--- config.mk ---
export PLATFORM = sky130hd
export DESIGN_NAME = prd_decoder
export DESIGN_NICKNAME = d
export VERILOG_FILES = /design/src/design/prd_pkg.sv /design/src/design/prd_sync.sv /design/src/design/prd_page_reg.sv /design/src/design/prd_decoder.sv
export SDC_FILE = /design/constraint.sdc
export NUM_CORES = 1
export LEC_CHECK = 0
export BUFFER_PORTS_ARGS = -buffer_cell sky130_fd_sc_hd__buf_2
export CAP_MARGIN = 5
export CORE_MARGIN = 10
export CORE_UTILIZATION = 30
export DETAILED_ROUTE_END_ITERATION = 10
export PLACE_DENSITY_LB_ADDON = 0.2
export SYNTH_ARGS = -nofsm -noshare
export SYNTH_HDL_FRONTEND = slang
export SYNTH_SLANG_ARGS = --single-unit
--- constraint.sdc ---
create_clock -name mclk_i -period 2.1 [get_ports mclk_i]
set_input_delay 0 -clock mclk_i [delete_from_list [all_inputs] [get_ports mclk_i]]
set_output_delay 0 -clock mclk_i [all_outputs]
set_load 0.05 [all_outputs]
--- src/design/prd_pkg.sv ---
// constants shared by the page register and address decoder
// assumes one 250 MHz clock; all pins are synchronised before use
package prd_pkg;
    // bus and decoder widths
    localparam int ADDR_W = 16;
    localparam int DATA_W = 8;
    localparam int PAGE_W = 4;
    localparam int EPROM_N = 7;
    localparam int NSEL = 9;
    localparam int UP_W = 2;
    // select term indices beyond the eprom blocks
    localparam int SEL_SRAM = 7;
    localparam int SEL_PORT = 8;
    // address match patterns
    localparam int BLK_MSB = 15;
    localparam int BLK_LSB = 13;
    localparam int WIN_LSB = 11;
    localparam logic [4:0] SRAM_MATCH = 5'h1C;
    localparam logic [4:0] PORT_MATCH = 5'h1B;
    // page register offset within the io window and its reset value
    localparam logic [10:0] PAGE_SELECT_OFF = 11'h018;
    localparam logic [PAGE_W-1:0] PAGE_SELECT_RST = 4'h0;
    // packed configuration word, field positions
    localparam int CFG_W = 64;
    localparam int CFG_COMMON_LSB = 0;
    localparam int CFG_PAGE_LSB = 9;
    localparam int CFG_PBCS_LSB = 45;
    localparam int CFG_UPCS_LSB = 53;
    localparam int CFG_EXTM_LSB = 55;
    localparam int CFG_EXTV_LSB = 57;
    localparam int CFG_HLAT_BIT = 59;
    localparam logic [CFG_W-1:0] CFG_RST = 64'h0;
    localparam int PROG_IDX_W = 3;
    // strobe delay through the decoder
    localparam int CLK_PERIOD_PS = 4000;
    localparam int STROBE_DLY_NS = 15;
    localparam int STROBE_DLY_CYC = (STROBE_DLY_NS * 1000 + CLK_PERIOD_PS - 1) / CLK_PERIOD_PS;
    // synchroniser reset levels
    localparam logic [2:0] CTRL_SYNC_RST = 3'h7;
endpackage

--- src/design/prd_sync.sv ---
// two flip-flop synchroniser for a bundle of pin inputs
// assumes the inputs are levels that change slowly against mclk_i
module prd_sync #(
    parameter int W = 1,
    parameter logic [W-1:0] RST_VAL = '0
) (
    // clock and reset
    input wire logic mclk_i,
    input wire logic rst_n_i,
    // pins in, synchronised out
    input wire logic [W-1:0] async_i,
    input wire logic unused_i,
    output logic [W-1:0] sync_o
);
    logic [W-1:0] s1_ff;
    logic [W-1:0] s2_ff;

    always_ff @(posedge mclk_i or negedge rst_n_i) begin
        if (!rst_n_i) begin
            s1_ff <= RST_VAL;
            s2_ff <= RST_VAL;
        end else begin
            s1_ff <= async_i;
            s2_ff <= s1_ff;
        end
    end

    assign sync_o = s2_ff;
endmodule

--- src/design/prd_page_reg.sv ---
// four-bit page value with write strobe and read-back byte
// assumes the write pulse is already decoded and one cycle long
module prd_page_reg
    import prd_pkg::*;
(
    // clock and reset
    input wire logic mclk_i,
    input wire logic rst_n_i,
    // write side
    input wire logic wr_i,
    input wire logic [prd_pkg::PAGE_W-1:0] data_i,
    // read side
    output logic [prd_pkg::PAGE_W-1:0] page_o,
    output logic [prd_pkg::DATA_W-1:0] rd_data_o
);
    import prd_pkg::*;
    logic [PAGE_W-1:0] page_ff;

    always_ff @(posedge mclk_i or negedge rst_n_i) begin
        if (!rst_n_i) begin
            page_ff <= PAGE_SELECT_RST;
        end else if (wr_i) begin
            page_ff <= data_i;
        end
    end

    assign page_o = page_ff;
    // upper data lines read as zero
    assign rd_data_o = {{(DATA_W - PAGE_W){1'b0}}, page_ff};
endmodule

--- src/design/prd_decoder.sv ---
// page register and address decoder behind an 8-bit non-multiplexed host bus
// assumes the host drives levels asynchronously; every pin is synchronised here
// How it works
// - four page bits, host readable and writable
// - page uses data lines 3..0 only
// - page sits at io window plus 18h
// - page bits extend decoder inputs
// - each select common or page specific
// - security freezes decoder and configuration
// - secured part refuses programmer read-back
// - eight-bit bus, read/write plus strobe
// - first port pins carry host data
// - second port pins: io or select
// - upper third port pins: input or select
// - pin0 outputs strobe delayed, same polarity
// - address captured by latch strobe
// - eprom blocks decode on address 15..13
// - sram select at e000 to e7ff
// - io window select at d800 to dfff
// - io window beats overlapped eprom block
// - read/write high reads, low writes
// - capture on falling latch strobe edge
// - selects inactive during and after reset
module prd_decoder
    import prd_pkg::*;
(
    // clock and reset
    input wire logic mclk_i,
    input wire logic rst_n_i,
    // host bus control and address
    input wire logic [prd_pkg::ADDR_W-1:0] addr_i,
    input wire logic rw_i,
    input wire logic data_strobe_low_i,
    input wire logic addr_latch_strobe_i,
    // first port: host data bus
    input wire logic [prd_pkg::DATA_W-1:0] first_port_pins_i,
    output logic [prd_pkg::DATA_W-1:0] first_port_pins_o,
    output logic [prd_pkg::DATA_W-1:0] first_port_pins_oe_n_o,
    // second port: io or chip select
    input wire logic [prd_pkg::DATA_W-1:0] second_port_pins_i,
    output logic [prd_pkg::DATA_W-1:0] second_port_pins_o,
    output logic [prd_pkg::DATA_W-1:0] second_port_pins_oe_n_o,
    input wire logic [prd_pkg::DATA_W-1:0] second_port_io_out_i,
    input wire logic [prd_pkg::DATA_W-1:0] second_port_io_dir_i,
    output logic [prd_pkg::DATA_W-1:0] second_port_io_in_o,
    // third port
    output logic third_port_pin0_o,
    input wire logic [prd_pkg::UP_W-1:0] third_port_upper_pins_i,
    output logic [prd_pkg::UP_W-1:0] third_port_upper_pins_o,
    output logic [prd_pkg::UP_W-1:0] third_port_upper_pins_oe_n_o,
    // internal selects, active low, and the page bits
    output logic [prd_pkg::EPROM_N-1:0] eprom_block_select_n_o,
    output logic sram_select_n_o,
    output logic port_window_select_n_o,
    output logic [prd_pkg::PAGE_W-1:0] page_bits_o,
    // configuration
    input wire logic [prd_pkg::NSEL-1:0] sel_common_cfg_i,
    input wire logic [prd_pkg::NSEL*prd_pkg::PAGE_W-1:0] sel_page_cfg_i,
    input wire logic [prd_pkg::DATA_W-1:0] second_port_cs_cfg_i,
    input wire logic [prd_pkg::UP_W-1:0] upper_pins_cs_cfg_i,
    input wire logic [prd_pkg::UP_W-1:0] ext_mask_cfg_i,
    input wire logic [prd_pkg::UP_W-1:0] ext_val_cfg_i,
    input wire logic high_address_latch_cfg_i,
    input wire logic security_lock_cfg_i,
    output logic security_locked_o,
    // programmer read-back
    input wire logic prog_rd_i,
    input wire logic [prd_pkg::PROG_IDX_W-1:0] prog_idx_i,
    output logic prog_valid_o,
    output logic prog_refused_o,
    output logic [prd_pkg::DATA_W-1:0] prog_data_o
);
    import prd_pkg::*;
    localparam int DSYNC_W = ADDR_W + 2 * DATA_W + UP_W + CFG_W - 4 + 1;

    // synchronised pins
    logic [2:0] ctrl_s;
    logic [DSYNC_W-1:0] data_raw;
    logic [DSYNC_W-1:0] data_s;
    logic ds_s;
    logic ale_s;
    logic rw_s;
    logic [ADDR_W-1:0] addr_s;
    logic [DATA_W-1:0] pa_s;
    logic [DATA_W-1:0] pb_s;
    logic [UP_W-1:0] up_s;
    logic [CFG_W-1:0] cfg_in;
    logic sec_s;

    // registered state
    logic ds_d_ff;
    logic ale_d_ff;
    logic [ADDR_W-1:0] addr_lat_ff;
    logic [UP_W-1:0] up_lat_ff;
    logic fresh_ff;
    logic lat_ok_ff;
    logic sec_ff;
    logic [CFG_W-1:0] cfg_ff;
    logic [STROBE_DLY_CYC-1:0] dly_ff;
    logic pin0_ff;
    logic [NSEL-1:0] sel_n_ff;
    logic [DATA_W-1:0] pa_out_ff;
    logic [DATA_W-1:0] pa_oe_n_ff;
    logic [DATA_W-1:0] pb_out_ff;
    logic [DATA_W-1:0] pb_oe_n_ff;
    logic [DATA_W-1:0] pb_in_ff;
    logic [UP_W-1:0] up_out_ff;
    logic [UP_W-1:0] up_oe_n_ff;
    logic [PAGE_W-1:0] page_bits_ff;
    logic prog_valid_ff;
    logic prog_refused_ff;
    logic [DATA_W-1:0] prog_data_ff;

    // decode wires
    logic ds_trail;
    logic ale_fall;
    logic [UP_W-1:0] up_used;
    logic [UP_W-1:0] ext_care;
    logic ext_ok;
    logic [NSEL-1:0] hit;
    logic [NSEL-1:0] page_ok;
    logic [NSEL-1:0] sel_term;
    logic io_window_select;
    logic page_addr;
    logic page_wr;
    logic page_rd;
    logic [PAGE_W-1:0] page_bits;
    logic [DATA_W-1:0] page_rd_data;
    logic [DATA_W-1:0] pb_cs;
    logic [UP_W-1:0] up_cs;
    logic [DATA_W-1:0] prog_byte;

    assign cfg_in = {4'h0, high_address_latch_cfg_i, ext_val_cfg_i, ext_mask_cfg_i,
                     upper_pins_cs_cfg_i, second_port_cs_cfg_i, sel_page_cfg_i,
                     sel_common_cfg_i};
    assign data_raw = {security_lock_cfg_i, cfg_in[CFG_W-5:0], third_port_upper_pins_i,
                       second_port_pins_i, first_port_pins_i, addr_i};

    prd_sync #(.W(3), .RST_VAL(CTRL_SYNC_RST)) u_ctrl_sync (
        .mclk_i(mclk_i),
        .rst_n_i(rst_n_i),
        .async_i({rw_i, addr_latch_strobe_i, data_strobe_low_i}),
        .unused_i(1'b0),
        .sync_o(ctrl_s)
    );

    prd_sync #(.W(DSYNC_W), .RST_VAL('0)) u_data_sync (
        .mclk_i(mclk_i),
        .rst_n_i(rst_n_i),
        .async_i(data_raw),
        .unused_i(1'b0),
        .sync_o(data_s)
    );

    assign ds_s = ctrl_s[0];
    assign ale_s = ctrl_s[1];
    assign rw_s = ctrl_s[2];
    assign addr_s = data_s[ADDR_W-1:0];
    // first port is the data bus
    assign pa_s = data_s[ADDR_W +: DATA_W];
    assign pb_s = data_s[ADDR_W+DATA_W +: DATA_W];
    assign up_s = data_s[ADDR_W+2*DATA_W +: UP_W];
    assign sec_s = data_s[DSYNC_W-1];

    assign ds_trail = ds_s & ~ds_d_ff;
    // falling edge of the latch strobe
    assign ale_fall = ale_d_ff & ~ale_s;

    // upper pins as decoder inputs, latched or transparent
    assign up_used = cfg_ff[CFG_HLAT_BIT] ? up_lat_ff : up_s;
    assign ext_care = cfg_ff[CFG_EXTM_LSB +: UP_W] & ~cfg_ff[CFG_UPCS_LSB +: UP_W];
    assign ext_ok = ((up_used ^ cfg_ff[CFG_EXTV_LSB +: UP_W]) & ext_care) == '0;

    genvar k;
    generate
        for (k = 0; k < EPROM_N; k++) begin : g_eprom
            if (k == EPROM_N - 1) begin : g_last
                assign hit[k] = (addr_lat_ff[BLK_MSB:BLK_LSB] == 3'(k)) & ~hit[SEL_PORT];
            end else begin : g_blk
                assign hit[k] = addr_lat_ff[BLK_MSB:BLK_LSB] == 3'(k);
            end
        end
    endgenerate
    assign hit[SEL_SRAM] = addr_lat_ff[BLK_MSB:WIN_LSB] == SRAM_MATCH;
    assign hit[SEL_PORT] = addr_lat_ff[BLK_MSB:WIN_LSB] == PORT_MATCH;

    generate
        for (k = 0; k < NSEL; k++) begin : g_page
            assign page_ok[k] = cfg_ff[CFG_COMMON_LSB + k] |
                                (page_bits == cfg_ff[CFG_PAGE_LSB + k*PAGE_W +: PAGE_W]);
            assign sel_term[k] = hit[k] & page_ok[k] & ext_ok & lat_ok_ff;
        end
    endgenerate

    assign io_window_select = sel_term[SEL_PORT];
    assign page_addr = io_window_select & fresh_ff &
                       (addr_lat_ff[WIN_LSB-1:0] == PAGE_SELECT_OFF);
    assign page_wr = ds_trail & ~rw_s & page_addr;
    assign page_rd = ~ds_s & rw_s & page_addr;

    prd_page_reg u_page (
        .mclk_i(mclk_i),
        .rst_n_i(rst_n_i),
        .wr_i(page_wr),
        .data_i(pa_s[PAGE_W-1:0]),
        .page_o(page_bits),
        .rd_data_o(page_rd_data)
    );

    // chip select terms offered to the port pins
    assign pb_cs = {~sel_term[SEL_SRAM], ~sel_term[EPROM_N-1:0]};
    assign up_cs = {~sel_term[SEL_SRAM], ~sel_term[SEL_PORT]};
    assign prog_byte = cfg_ff[8 * prog_idx_i +: DATA_W];

    // edge history and address capture
    always_ff @(posedge mclk_i or negedge rst_n_i) begin
        if (!rst_n_i) begin
            ds_d_ff <= 1'b1;
            ale_d_ff <= 1'b1;
            addr_lat_ff <= '0;
            up_lat_ff <= '0;
            fresh_ff <= 1'b0;
            lat_ok_ff <= 1'b0;
        end else begin
            ds_d_ff <= ds_s;
            ale_d_ff <= ale_s;
            if (ale_fall) begin
                addr_lat_ff <= addr_s;
                up_lat_ff <= up_s;
                lat_ok_ff <= 1'b1;
            end
            if (ale_fall) begin
                fresh_ff <= 1'b1;
            end else if (ds_trail) begin
                fresh_ff <= 1'b0;
            end
        end
    end

    always_ff @(posedge mclk_i or negedge rst_n_i) begin
        if (!rst_n_i) begin
            sec_ff <= 1'b0;
            cfg_ff <= CFG_RST;
        end else begin
            sec_ff <= sec_ff | sec_s;
            if (!sec_ff) begin
                cfg_ff <= {4'h0, sec_s ? cfg_ff[CFG_W-5:0] : data_s[DSYNC_W-2:ADDR_W+2*DATA_W+UP_W]};
            end
        end
    end

    always_ff @(posedge mclk_i or negedge rst_n_i) begin
        if (!rst_n_i) begin
            dly_ff <= '1;
            pin0_ff <= 1'b1;
        end else begin
            dly_ff <= {dly_ff[STROBE_DLY_CYC-2:0], ds_s};
            pin0_ff <= dly_ff[STROBE_DLY_CYC-1];
        end
    end

    always_ff @(posedge mclk_i or negedge rst_n_i) begin
        if (!rst_n_i) begin
            sel_n_ff <= '1;
            page_bits_ff <= PAGE_SELECT_RST;
        end else begin
            sel_n_ff <= ~sel_term;
            page_bits_ff <= page_bits;
        end
    end

    // host data bus drive for page read-back
    always_ff @(posedge mclk_i or negedge rst_n_i) begin
        if (!rst_n_i) begin
            pa_out_ff <= '0;
            pa_oe_n_ff <= '1;
        end else begin
            pa_out_ff <= page_rd_data;
            pa_oe_n_ff <= {DATA_W{~page_rd}};
        end
    end

    // second port per pin io or select
    generate
        for (k = 0; k < DATA_W; k++) begin : g_pb
            always_ff @(posedge mclk_i or negedge rst_n_i) begin
                if (!rst_n_i) begin
                    pb_out_ff[k] <= 1'b1;
                    pb_oe_n_ff[k] <= 1'b1;
                end else if (cfg_ff[CFG_PBCS_LSB + k]) begin
                    pb_out_ff[k] <= pb_cs[k];
                    pb_oe_n_ff[k] <= 1'b0;
                end else begin
                    pb_out_ff[k] <= second_port_io_out_i[k];
                    pb_oe_n_ff[k] <= ~second_port_io_dir_i[k];
                end
            end
        end
        for (k = 0; k < UP_W; k++) begin : g_up
            always_ff @(posedge mclk_i or negedge rst_n_i) begin
                if (!rst_n_i) begin
                    up_out_ff[k] <= 1'b1;
                    up_oe_n_ff[k] <= 1'b1;
                end else begin
                    up_out_ff[k] <= cfg_ff[CFG_UPCS_LSB + k] ? up_cs[k] : 1'b1;
                    up_oe_n_ff[k] <= ~cfg_ff[CFG_UPCS_LSB + k];
                end
            end
        end
    endgenerate

    always_ff @(posedge mclk_i or negedge rst_n_i) begin
        if (!rst_n_i) begin
            pb_in_ff <= '0;
        end else begin
            pb_in_ff <= pb_s;
        end
    end

    always_ff @(posedge mclk_i or negedge rst_n_i) begin
        if (!rst_n_i) begin
            prog_valid_ff <= 1'b0;
            prog_refused_ff <= 1'b0;
            prog_data_ff <= '0;
        end else begin
            prog_valid_ff <= prog_rd_i & ~sec_ff;
            prog_refused_ff <= prog_rd_i & sec_ff;
            prog_data_ff <= (prog_rd_i & ~sec_ff) ? prog_byte : '0;
        end
    end

    assign first_port_pins_o = pa_out_ff;
    assign first_port_pins_oe_n_o = pa_oe_n_ff;
    assign second_port_pins_o = pb_out_ff;
    assign second_port_pins_oe_n_o = pb_oe_n_ff;
    assign second_port_io_in_o = pb_in_ff;
    assign third_port_pin0_o = pin0_ff;
    assign third_port_upper_pins_o = up_out_ff;
    assign third_port_upper_pins_oe_n_o = up_oe_n_ff;
    assign eprom_block_select_n_o = sel_n_ff[EPROM_N-1:0];
    assign sram_select_n_o = sel_n_ff[SEL_SRAM];
    assign port_window_select_n_o = sel_n_ff[SEL_PORT];
    assign page_bits_o = page_bits_ff;
    assign security_locked_o = sec_ff;
    assign prog_valid_o = prog_valid_ff;
    assign prog_refused_o = prog_refused_ff;
    assign prog_data_o = prog_data_ff;
endmodule

======== Yosys cells after proc, flatten, opt, wreduce, memory -nomap -nowiden ========
Cells that the tools add are included.
storage, ports and cells
  word-level logic and storage cells ...... 161
  bits in registers ....................... 340
cells by class
  reductions and logical operators ........ 4
  shift-type cells ........................ 1
  bitwise gates (word level) .............. 74
  multiplexer cells ....................... 22
  equality and inequality tests ........... 18
operator list
  cell                   number
  $shiftx A64 B7 Y8      1
  $and A1 B1 Y1          38
  $eq A4 B4 Y1           9
  $mux W1                20
  $not A1 Y1             20
  $eq A11 B5 Y1 const B  1
  $eq A5 B5 Y1 const B   2
  $or A1 B1 Y1           10
  $eq A3 B3 Y1 const B   3
  $not A9 Y9             1
  $mux W8                1
  $not A7 Y7             1
  $eq A3 B2 Y1 const B   2
  $and A2 B2 Y2          2
  $eq A3 B1 Y1 const B   1
  $logic_not A3 Y1       1
  $logic_not A2 Y1       1
  $mux W2                1
  $not A2 Y2             1
  $reduce_and A2 Y1      1
  $reduce_bool A2 Y1     1
  $xor A2 B2 Y2          1

======== Longest topological paths before layout ========
Gate-level depths: netlist of run 1.
  depth in word-level cells ............... 10
  mapped depth ............................ 6
  mapped depth without buffers ............ 5

======== Cells and area by module ========
A second synthesis of run 1 with hierarchy kept.
second synthesis, totals
  cells, all modules ...................... 626
  area total of the unflattened synthesis .. 11139.4 um2
by module, submodules not included
  module                   sequential area each (um2)  instances  cells an instance  area an instance (um2)
  prd_decoder              3723.6                      1          413                6018.3
  prd_sync at u_data_sync  4754.6                      1          190                4754.6
  prd_page_reg             100.1                       1          17                 209.0
  prd_sync at u_ctrl_sync  157.7                       1          6                  157.7

======== Worst setup path after synthesis of run 1 ========
OpenSTA, ideal clock, no wires.
  path type ............................... register -> register
  from .................................... register cfg_ff[59]
  to ...................................... register u_page.page_ff[0], in the netlist u_page.page_o[0]
  cell stages (with the launch flop) ...... 7
  buffers on the path ..................... 1
  path slack .............................. 0.055 ns
  arrival ................................. 1.920 ns
  library setup time ...................... 0.125 ns
  path through ............................ dfrtp_1 mux2i_1 mux2i_1 nand3_1 or4_1 buf_2 mux2_4
on the way
  longest elaborated chain between the ends .. 9
RTL lines
  item                         line                source
  start: declaration           prd_decoder.sv:98   logic [CFG_W-1:0] cfg_ff;
  start signal: assignment     prd_decoder.sv:247  cfg_ff <= {4'h0, sec_s ? cfg_ff[CFG_W-5:0] : data_s[DSYNC_W-2:ADDR_W+2*DATA_W+UP_W]};
  $mux W2                      prd_decoder.sv:170  assign up_used = cfg_ff[CFG_HLAT_BIT] ? up_lat_ff : up_s;
  $xor A2 B2 Y2                prd_decoder.sv:172  assign ext_ok = ((up_used ^ cfg_ff[CFG_EXTV_LSB +: UP_W]) & ext_care) == '0;
  $and A2 B2 Y2                prd_decoder.sv:172
  $logic_not A2 Y1             prd_decoder.sv:172
  $and A1 B1 Y1 (2 in series)  prd_decoder.sv:191  assign sel_term[k] = hit[k] & page_ok[k] & ext_ok & lat_ok_ff;
  $and A1 B1 Y1 (2 in series)  prd_decoder.sv:196  assign page_addr = io_window_select & fresh_ff &
  $and A1 B1 Y1                prd_decoder.sv:198  assign page_wr = ds_trail & ~rw_s & page_addr;
  end signal: assignment       prd_page_reg.sv:23  page_ff <= data_i;
  end: declaration             prd_page_reg.sv:17  logic [PAGE_W-1:0] page_ff;
No other way between the ends.
A chain may end at the register's enable or synchronous reset.

======== Final worst setup path of run 1 ========
  from .................................... register cfg_ff[59]
  to ...................................... register u_page.page_ff[2], in the netlist u_page.page_o[2]
Same word-level chain as after synthesis.

==> impl_metrics.csv, run 1 <==
group,metric,value,unit
status,status,"finished, violations left",
status,violations,"setup timing",
synthesis,ys_seq_area_frac,0.776,
clock_tree,htreeDepth,2,
setup_path,crit_type,"flop to flop",
sta,max-slew-margin-rel,0.534,
synthesis,syn_area_per_cell,17.7,um2
placed_design,hpwl,18.8,mm
clock_tree,root_buffer,"clkbuf_16",
placed_design,place_ws,-198,ps
route,routedWlPerCell,17.8,um
sta,period_share,1.03,
pwr,p_seq_frac,0.467,
finish,layout-drive-gt1-share,0.450,
hold_path,min_path_type,"primary input to async pin",
setup_path,end_kind,"flop",
synthesis,synth_flop_cell,"dfrtp_1",
synthesis,yosysWarnings,0,
global_route,grt_pass1_wl,40.5,mm
pwr,pwr-share-clk,0.445,
clock_tree,clock_latency,510,ps
global_route,overflow,0,
setup_path,arrival,2540,ps
global_route,grt_use_total,0.118,
synthesis,ys_seq_elements,331,
setup_path,setup.worst_path.start,"cfg_ff[59]$_DFFE_PN0P_",
sta,min_period,2150,ps
global_route,grt_start_max_net_pins,83,
setup_path,required,2480,ps
synthesis,synth_cells,608,
die,dieArea,0.0438,mm2
route,drt-initial-drc-count,270,
synthesis,synth_top_area_cell,"dfrtp_1",
synthesis,ys_types,38,
setup_path,start_kind,"flop",
setup_path,critPathMaxFanout,4,
synthesis,synth_edf_count,0,
clock_tree,cts_buffers,36,
die,start_util,0.303,
sta,setup_ws,-53.6,ps
setup_path,r2r_setup_slack,-50,ps
placed_design,io_buffer_count,180,
sta,fmax,464,MHz
clock_tree,clkTransAtPathRegs,60,ps
clock_tree,cts.sinks,331,
pwr,power.share.switching,0.228,
route,num_vias,5986,
finish,fin_nets,1071,
route,dr.pass1.iters,4,
placed_design,routabilityCongestion,0.768,
pwr,p_leak,0.00680,uW
finish,final_area,0.0150,mm2
die,fp.dieH,209,um
synthesis,synth_top_area_frac,0.673,
synthesis,synth.most_common_cell,"dfrtp_1",
pwr,ir_worst_vdd,0.000586,V
global_route,first_global_vias,6867,
die,num_rows,69,
sta,rsz0062_at_grt,"true",
sta,finalSetupViolations,4,
clock_tree,clockBufferDepth,3,
finish,syn_to_final_growth,39.6,%
route,remaining_drc_errors,0,
sta,timing.final.hold_violations,0,
pwr,p_int,11800,uW
clock_tree,cts_tree,"yes",
die,fp.dieW,209,um
placed_design,post_dp_cell_area,0.0125,mm2
synthesis,synthTopCellsByCount,"dfrtp_1, mux2_2, dfstp_2",
synthesis,netlist_area,0.0107,mm2
sta,worstMarginPinSlew,699,ps
die,fp.coreArea,0.0355,mm2
route,drt_wl_total,25.7,mm
synthesis,synth_area_leaders,"dfrtp_1, dfstp_2, mux2_2",
route,drtAntennaViolNets,0,
sta,drv_slew,0,
job,drv_cap,0,
setup_path,crit-reg2reg-launch,"cfg_ff[59]$_DFFE_PN0P_",
route,via_per_inst,4.15,
global_route,grt_antenna_before_repair,0,
pwr,p_sw,3490,uW
die,io_pins,189,
sta,fin_worst_skew,17.0,ps
pwr,power-per-cell-area,1020,mW/mm2
synthesis,synthArstFlopShare,1.00,
pwr,p_comb_frac,0.088,
==> final cells by class <==
| type | instances | area [um2] |
|---|---|---|
| inverters | 5 | 18.8 |
| repair buffers | 337 | 2490 |
| clock inverters | 20 | 282 |
| diodes | 1 | 2.50 |
| well taps | 461 | 577 |
| clock buffers | 46 | 1040 |
| flip-flops and latches | 331 | 8340 |
| fillers | 3270 | 20500 |
| multi-input cells | 240 | 2260 |
==> state kept, by name (all words and copies together), names as in the netlist, 2 cells and up <==
signal and count:
up_lat_ff 2, u_ctrl_sync.sync_o 3, second_port_pins_o 8, u_ctrl_sync.s1_ff 3, prog_data_o 8, third_port_upper_pins_oe_n_o 2, u_page.page_o 4, cfg_ff 60
dly_ff 4, third_port_upper_pins_o 2, u_data_sync.s1_ff 91, second_port_io_in_o 8, sel_n_ff 9, u_data_sync.sync_o 91, addr_lat_ff 16, first_port_pins_o 4
second_port_pins_oe_n_o 8
==> path summary, 6_finish.rpt <==
path,end,cells past startpoint
worst max-delay path,u_page.page_o[2]$_DFFE_PN0P_,5
worst min register to register,u_data_sync.sync_o[45]$_DFF_PN0_,0
worst min-delay path,prog_data_o[5]$_DFF_PN0_,2
max in group asynchronous,ale_d_ff$_DFF_PN1_,3
worst max register to register,u_page.page_o[2]$_DFFE_PN0P_,5
min in group mclk_i,u_data_sync.s1_ff[37]$_DFF_PN0_,2
==> layout by cell type (no fill, tap or decap), types with 2 or more instances in the layout <==
| cell type | netlist | routed |
|---|---|---|
| dfrtp_1 | 289 | 288 |
| buf_2 | 6 | 179 |
| dlygate4sd3_1 | 0 | 113 |
| mux2_2 | 81 | 81 |
| dfstp_2 | 42 | 42 |
| clkbuf_16 | 0 | 38 |
| buf_4 | 15 | 34 |
| nor2_1 | 28 | 27 |
| xnor2_1 | 20 | 20 |
| xor2_1 | 16 | 16 |
| mux4_2 | 12 | 12 |
| mux2i_1 | 12 | 11 |
| buf_12 | 0 | 9 |
| clkinv_2 | 0 | 8 |
| a21oi_1 | 6 | 6 |
| nand2_1 | 6 | 6 |
| bufinv_16 | 0 | 6 |
| clkbuf_8 | 0 | 6 |
| inv_1 | 5 | 5 |
| a41oi_1 | 5 | 5 |
| a211oi_1 | 4 | 4 |
| nor4_1 | 5 | 4 |
| o21ai_0 | 4 | 4 |
| mux2_4 | 4 | 4 |
| conb_1 | 1 | 4 |
| nor3b_1 | 3 | 3 |
| and3b_1 | 3 | 3 |
| nand3_1 | 4 | 3 |
| or2_2 | 3 | 3 |
| nand2b_1 | 2 | 2 |
| nand3b_1 | 2 | 2 |
| o211ai_1 | 2 | 2 |
| or3_4 | 0 | 2 |
| a31oi_1 | 2 | 2 |
| clkinv_4 | 0 | 2 |
| clkbuf_1 | 13 | 2 |
==> stage by stage <==
step                      total power, uW  hold slack, ps  instances  utilization  TNS (ps)
after CTS                           15500             108       1440        0.422      -321
after global routing                16000             116       1440        0.423      -742
final                               15300             127       1441        0.423      -206
after global placement               8420            81.1       1260        0.352      -761
after floorplan                      7800            -296        611            -         0
after detailed placement             8440            81.9       1260        0.352      -779
==> power by group through the flow <==
stage / logic [uW] / registers [uW] / clock network [uW]
finish: 1340 / 7140 / 6800
global route: 1460 / 7200 / 7310
CTS: 1360 / 7150 / 7020
detailed placement: 1180 / 7260 / 0
global placement: 1170 / 7250 / 0
floorplan: 466 / 7340 / 0
==> kinds of logic after synthesis <==
| family | share of synthesized area |
|---|---|
| AO/OA/AOI/OAI | 0.0148 |
| multiplexers | 0.127 |
| flip-flops | 0.776 |
| buffers and inverters | 0.0199 |
| AND/OR/NAND/NOR | 0.0328 |
| other | 0.000349 |
| XOR/XNOR | 0.0293 |
==> critical path, stage by stage, from the launching register on <==
cell and delay [ps]:
dfrtp_2 410, mux2i_1 230, mux2i_1 270, nand3_2 170, or4_4 630, mux2_4 320
==> repair_timing <==
item                                   4_1_cts  5_1_grt
cloned                                       0        0
pin swaps                                    3        1
buffers inserted                             1        0
endpoints found under the hold margin      210        0
resized for setup                            4        6
hold buffers                               113        0
setup endpoints to repair                    5        6
==> per-layer routing <==
| metal | track usage | wire, um |
|---|---|---|
| met1 | 0.158 | 11900 |
| met2 | 0.187 | 12100 |
| met3 | 0.0256 | 1240 |
| met4 | 0.0340 | 498 |
| met5 | 0 | 0 |
(Power assumes the default switching activity.)
==> run 2: changes to the inputs <==
--- a/config.mk
+++ b/config.mk
@@ -5,10 +5,12 @@
 export SDC_FILE = /design/constraint.sdc
 export NUM_CORES = 1
 export LEC_CHECK = 0
+export ABC_AREA = 1
 export BUFFER_PORTS_ARGS = -buffer_cell sky130_fd_sc_hd__buf_2
 export CAP_MARGIN = 5
 export CORE_MARGIN = 10
 export CORE_UTILIZATION = 30
+export CTS_BUF_LIST = sky130_fd_sc_hd__clkbuf_4 sky130_fd_sc_hd__clkbuf_8 sky130_fd_sc_hd__clkbuf_16
 export DETAILED_ROUTE_END_ITERATION = 10
 export PLACE_DENSITY_LB_ADDON = 0.2
 export SYNTH_ARGS = -nofsm -noshare
==> impl_metrics.csv, run 2 <==
group,metric,value,unit
setup_path,path_cells,"inv_1 -> nand2_1 -> nand2_1 -> nor2_1 -> nand2_1 -> a21oi_1 -> nand4_2 -> nand2_1 -> nand2_1",
clock_tree,cts.sinks,331,
clock_tree,cts_buffers,37,
setup_path,cp_common_cell,"nand2_1",
setup_path,required,2510,ps
placed_design,routabilityCongestion,0.857,
sta,period_share,0.866,
route,via_per_inst,4.15,
synthesis,syn_area_per_cell,12.9,um2
pwr,p_leak,0.00685,uW
pwr,ir_worst_vdd,0.000632,V
synthesis,yosysWarnings,0,
sta,timing.final.hold_violations,0,
route,dr.pass1.iters,4,
sta,min_period,1820,ps
clock_tree,hold_buffers,114,
synthesis,synth_top_area_cell,"dfrtp_1",
clock_tree,post_cts_buffers,0,
pwr,power.share.switching,0.238,
sta,finalSetupViolations,0,
pwr,p_comb_frac,0.092,
finish,layout-drive-gt1-share,0.285,
synthesis,ys_seq_area_frac,0.759,
synthesis,synth_cells,850,
finish,syn_to_final_growth,34.7,%
setup_path,max_stage_delay,800,ps
clock_tree,clock_latency,530,ps
die,num_rows,70,
route,drt_wl_total,27.5,mm
global_route,grt_pass1_wl,43.1,mm
die,fp.dieH,211,um
hold_path,min_path_type,"primary input to async pin",
placed_design,io_buffer_count,180,
synthesis,synth.most_common_cell,"dfrtp_1",
pwr,pwr-share-clk,0.432,
synthesis,netlist_area,0.0110,mm2
clock_tree,root_buffer,"clkbuf_16",
global_route,grt_use_total,0.125,
synthesis,synth_top_area_frac,0.658,
sta,fmax,550,MHz
finish,n_antenna_cell,0,
setup_path,crit_type,"flop to flop",
sta,fin_worst_skew,18.4,ps
synthesis,ys_seq_elements,331,
pwr,p_sw,3550,uW
finish,layout_common_cells,"dfrtp_1, buf_2, nand2_1",
finish,layout_commonest_cell,"dfrtp_1",
die,fp.dieW,211,um
global_route,overflow,0,
clock_tree,cts_resized,0,
sta,hold_slack,81.9,ps
finish,fin_nets,1278,
setup_path,end_kind,"flop",
sta,worstMarginPinSlew,711,ps
die,dieArea,0.0447,mm2
route,num_vias,6859,
setup_path,arrival,2230,ps
synthesis,synthArstFlopShare,1.00,
die,fp.coreArea,0.0363,mm2
die,start_util,0.302,
route,drtAntennaViolNets,0,
synthesis,ys_types,33,
synthesis,synth_flop_cell,"dfrtp_1",
sta,rsz0062_at_grt,"false",
sta,final.setup.tns,0,ps
placed_design,hpwl,19.2,mm
synthesis,synth_area_leaders,"dfrtp_1, dfstp_2, nand2_1",
route,remaining_drc_errors,0,
global_route,grt_antenna_before_repair,0,
setup_path,critical_path.top_delay_family,"flip-flops",
setup_path,critPathMaxFanout,12,
pwr,power-per-cell-area,1010,mW/mm2
clock_tree,cts_tree,"yes",
status,status,"finished clean",
sta,max-slew-margin-rel,0.526,
sta,drv_slew,0,
job,drv_cap,0,
clock_tree,clockBufferDepth,3,
global_route,grt_start_max_net_pins,96,
setup_path,cp.buffers_inverters,1,
die,io_pins,189,
global_route,first_global_vias,7382,
clock_tree,clkTransAtPathRegs,60,ps
route,drt-initial-drc-count,363,
synthesis,synth_edf_count,0,
synthesis,synthTopCellsByCount,"dfrtp_1, nand2_1, o21ai_0",
pwr,p_seq_frac,0.477,
clock_tree,htreeDepth,2,
setup_path,start_kind,"flop",
route,routedWlPerCell,16.6,um
setup_path,critPathSlowestCell,"dfrtp_1",
pwr,p_int,11300,uW
[run 2: changes by cell type in the layout (fill, tap and decap cells not counted), sizes merged, moves of 8 or more]
cell,previous run,this run
mux2i,12,0
nand2,6,167
mux4,12,0
clkinv,11,3
xor2,16,6
buf,224,196
nand4,0,13
inv,7,70
nand3,4,18
o21ai,4,83
clkbuf,46,58
a21oi,6,28
mux2,85,17
[run 2: cell families after synthesis]
kind of cell | synth area share
xor gates and xnor gates | 0.0255
and+or+nand+nor | 0.0920
AOI/OAI and AO/OA | 0.0588
other | 0.000341
muxes | 0.0174
DFF | 0.759
buffers and inverters | 0.0472
[run 2: worst min-delay path, delay by kind of cell]
family	cells	cell delay, ps
buffers and inverters	3	960
[run 2: power by group through the flow]
stage / combinational (uW) / clock [uW] / sequential [uW]
final: 1360 / 6430 / 7100
after global routing: 1520 / 6930 / 7150
after CTS: 1400 / 6670 / 7100
after detailed placement: 1220 / 0 / 7210
after global placement: 1210 / 0 / 7200
after floorplan: 492 / 0 / 7370
[run 2: metal layers]
metal | vias to the layer above | part of all wire | global-route usage
li1 | 3313 | - | -
met1 | 3313 | 0.47 | 0.171
met2 | 193 | 0.45 | 0.190
met3 | 40 | 0.066 | 0.0358
met4 | 0 | 0.017 | 0.0330
met5 | - | 0 | 0
[run 2: cell type report]
type | count | area (um2)
well taps | 468 | 586
flip-flops and latches | 331 | 8340
multi-input cells | 411 | 2140
clock buffers | 58 | 1160
repair buffers | 309 | 2220
fillers | 3459 | 21500
clock inverters | 8 | 88.8
inverters | 68 | 258
[run 2: worst paths after layout]
kind	cells past startpoint	end	from	slack (ps)
worst max-delay path	9	u_page.page_o[2]$_DFFE_PN0P_	u_page.page_o[3]$_DFFE_PN0P_	280
worst min-delay path	3	cfg_ff[12]$_DFFE_PN0P_	rst_n_i	80
worst max register to register	9	u_page.page_o[2]$_DFFE_PN0P_	u_page.page_o[3]$_DFFE_PN0P_	280
worst min register to register	0	u_data_sync.sync_o[17]$_DFF_PN0_	u_data_sync.s1_ff[17]$_DFF_PN0_	340
max in group asynchronous	3	u_data_sync.sync_o[66]$_DFF_PN0_	rst_n_i	1500
min in group mclk_i	4	prog_data_o[7]$_DFF_PN0_	prog_idx_i[1]	90
[run 2: per-stage QoR]
stage          instances  power (uW)  setup slack, ps  cell area (um2)  utilization
2_1_floorplan        853        7860              681            11000            -
3_3_place_gp        1473        8410              335            12400        0.341
3_5_place_dp        1473        8420              278            12400        0.341
4_1_cts             1653       15200              274            14800        0.407
5_1_grt             1653       15600              153            14800        0.407
6_report            1653       14900              282            14800        0.407
==> run 3: changes to the inputs <==
--- a/config.mk
+++ b/config.mk
@@ -9,7 +9,7 @@
 export BUFFER_PORTS_ARGS = -buffer_cell sky130_fd_sc_hd__buf_2
 export CAP_MARGIN = 5
 export CORE_MARGIN = 10
-export CORE_UTILIZATION = 30
+export CORE_UTILIZATION = 50
 export CTS_BUF_LIST = sky130_fd_sc_hd__clkbuf_4 sky130_fd_sc_hd__clkbuf_8 sky130_fd_sc_hd__clkbuf_16
 export DETAILED_ROUTE_END_ITERATION = 10
 export PLACE_DENSITY_LB_ADDON = 0.2
==> impl_metrics.csv, run 3 (same netlist as run 2, synthesis figures left out) <==
group,metric,value,unit
clock_tree,cts.sinks,331,
route,drt-initial-drc-count,452,
setup_path,cp_common_cell,"nand2_1",
sta,rsz0062_at_grt,"false",
clock_tree,htreeDepth,2,
setup_path,max_stage_delay,800,ps
clock_tree,post_cts_buffers,0,
finish,syn_to_final_growth,32.6,%
route,drt_wl_total,24.5,mm
pwr,ir_worst_vdd,0.000889,V
setup_path,crit-reg2reg-launch,"u_page.page_o[3]$_DFFE_PN0P_",
die,fp.dieH,168,um
placed_design,routabilityCongestion,0.865,
clock_tree,cts_tree,"yes",
pwr,pwr-share-clk,0.441,
finish,layout.area.seq,0.00834,mm2
sta,finalSetupViolations,0,
route,dr.pass1.iters,5,
setup_path,end_kind,"flop",
pwr,p_leak,0.00684,uW
route,via_per_inst,4.80,
setup_path,required,2540,ps
sta,fin_worst_skew,7.67,ps
setup_path,rr_worst_depth,6,
finish,layout_common_cells,"dfrtp_1, buf_2, nand2_1",
setup_path,critPathSlowestCell,"dfrtp_1",
placed_design,post_dp_cell_area,0.0122,mm2
placed_design,io_buffer_count,180,
global_route,grt_antenna_before_repair,0,
setup_path,crit_type,"flop to flop",
sta,min_period,1770,ps
status,status,"finished clean",
global_route,overflow,0,
setup_path,r2r_end,"second_port_pins_o[0]$_DFF_PN1_",
sta,final.setup.tns,0,ps
finish,final_area,0.0146,mm2
sta,period_share,0.843,
pwr,finalPower,15100,uW
die,start_util,0.507,
setup_path,crit_end,"second_port_pins_o[0]$_DFF_PN1_",
die,io_pins,189,
sta,worstMarginPinSlew,721,ps
finish,fin_nets,1272,
setup_path,critPathMaxFanout,12,
setup_path,arrival,2210,ps
setup_path,cp.buffers_inverters,0,
hold_path,min_path_type,"primary input to async pin",
setup_path,start_kind,"flop",
setup_path,r2r_setup_slack,330,ps
pwr,p_comb_frac,0.088,
die,dieArea,0.0283,mm2
finish,layout_commonest_cell,"dfrtp_1",
sta,max-slew-margin-rel,0.519,
setup_path,setup.worst_path.start,"u_page.page_o[3]$_DFFE_PN0P_",
global_route,grt_start_max_net_pins,88,
die,fp.dieW,168,um
sta,drv_slew,0,
route,drtAntennaViolNets,0,
finish,final.fill_count,1556,
setup_path,cp.depth,6,
pwr,p_seq_frac,0.470,
placed_design,hpwl,15.8,mm
setup_path,path_cells,"xnor2_1 -> nand3_1 -> o21ai_0 -> nand4_1 -> nand2_1 -> nand2_1",
global_route,grt_use_total,0.173,
global_route,first_global_vias,7395,
clock_tree,clkTransAtPathRegs,60,ps
finish,n_antenna_cell,0,
finish,multi_input_area,0.00214,mm2
route,num_vias,6997,
sta,timing.final.hold_violations,0,
clock_tree,root_buffer,"clkbuf_16",
sta,fmax,565,MHz
die,num_rows,54,
finish,layout-drive-gt1-share,0.281,
pwr,power-per-cell-area,1040,mW/mm2
setup_path,critical_path.top_delay_family,"flip-flops",
placed_design,place_ws,378,ps
pwr,p_sw,3470,uW
clock_tree,cts_buffers,34,
pwr,p_int,11600,uW
route,routedWlPerCell,16.8,um
job,drv_cap,0,
sta,setup_ws,330,ps
pwr,power.share.switching,0.230,
global_route,grt_pass1_wl,39.5,mm
clock_tree,clock_latency,510,ps
clock_tree,clockBufferDepth,3,
die,fp.coreArea,0.0217,mm2
route,remaining_drc_errors,0,
[run 3: worst min-delay path by stage]
stage                     slack, ps  cells after the start    start                               end
after floorplan                -300                      0  rst_n_i        addr_lat_ff[0]$_DFFE_PN0P_
after global placement          -50                      1  rst_n_i   u_data_sync.s1_ff[30]$_DFF_PN0_
after detailed placement        -50                      1  rst_n_i   u_data_sync.s1_ff[30]$_DFF_PN0_
after CTS                         8                      2  rst_n_i   u_data_sync.s1_ff[30]$_DFF_PN0_
after global routing             40                      2  rst_n_i   u_data_sync.s1_ff[30]$_DFF_PN0_
final                             2                      2  rst_n_i  u_data_sync.sync_o[30]$_DFF_PN0_
[run 3: repair_timing]
item,in CTS,in global routing
endpoints found under the hold margin,409,0
hold buffers,113,0
gates resized for setup,0,0
[run 3: area by class of cell]
cell class                      instances  area share
Sequential cell                       331       0.572
Inverter                               68      0.0177
Timing Repair Buffer                  306       0.151
Multi-Input combinational cell        411       0.147
Clock inverter                         19      0.0219
Tap cell                              280      0.0241
Clock buffer                           43      0.0656
[run 3: routing by layer]
metal	GRT usage	vias to the layer above	routed length, um
met5	0	-	0
met4	0.0462	0	474
met3	0.0426	40	1570
met2	0.277	208	11700
met1	0.233	3443	10800
li1	-	3306	-
[run 3: through the flow]
stage,hold slack (ps),instances,util
after floorplan,-296,853,-
final,2.07,1458,0.672
after detailed placement,-46.8,1283,0.561
after CTS,7.91,1458,0.672
after global placement,-50.2,1283,0.561
after global routing,36.8,1458,0.672
[run 3: power groups by stage]
stage               clock network [uW]  logic, uW  registers [uW]
CTS                               6790       1340            7090
finish                            6660       1330            7090
global route                      7070       1480            7140
detailed placement                   0       1170            7200
global placement                     0       1150            7180
floorplan                            0        492            7370
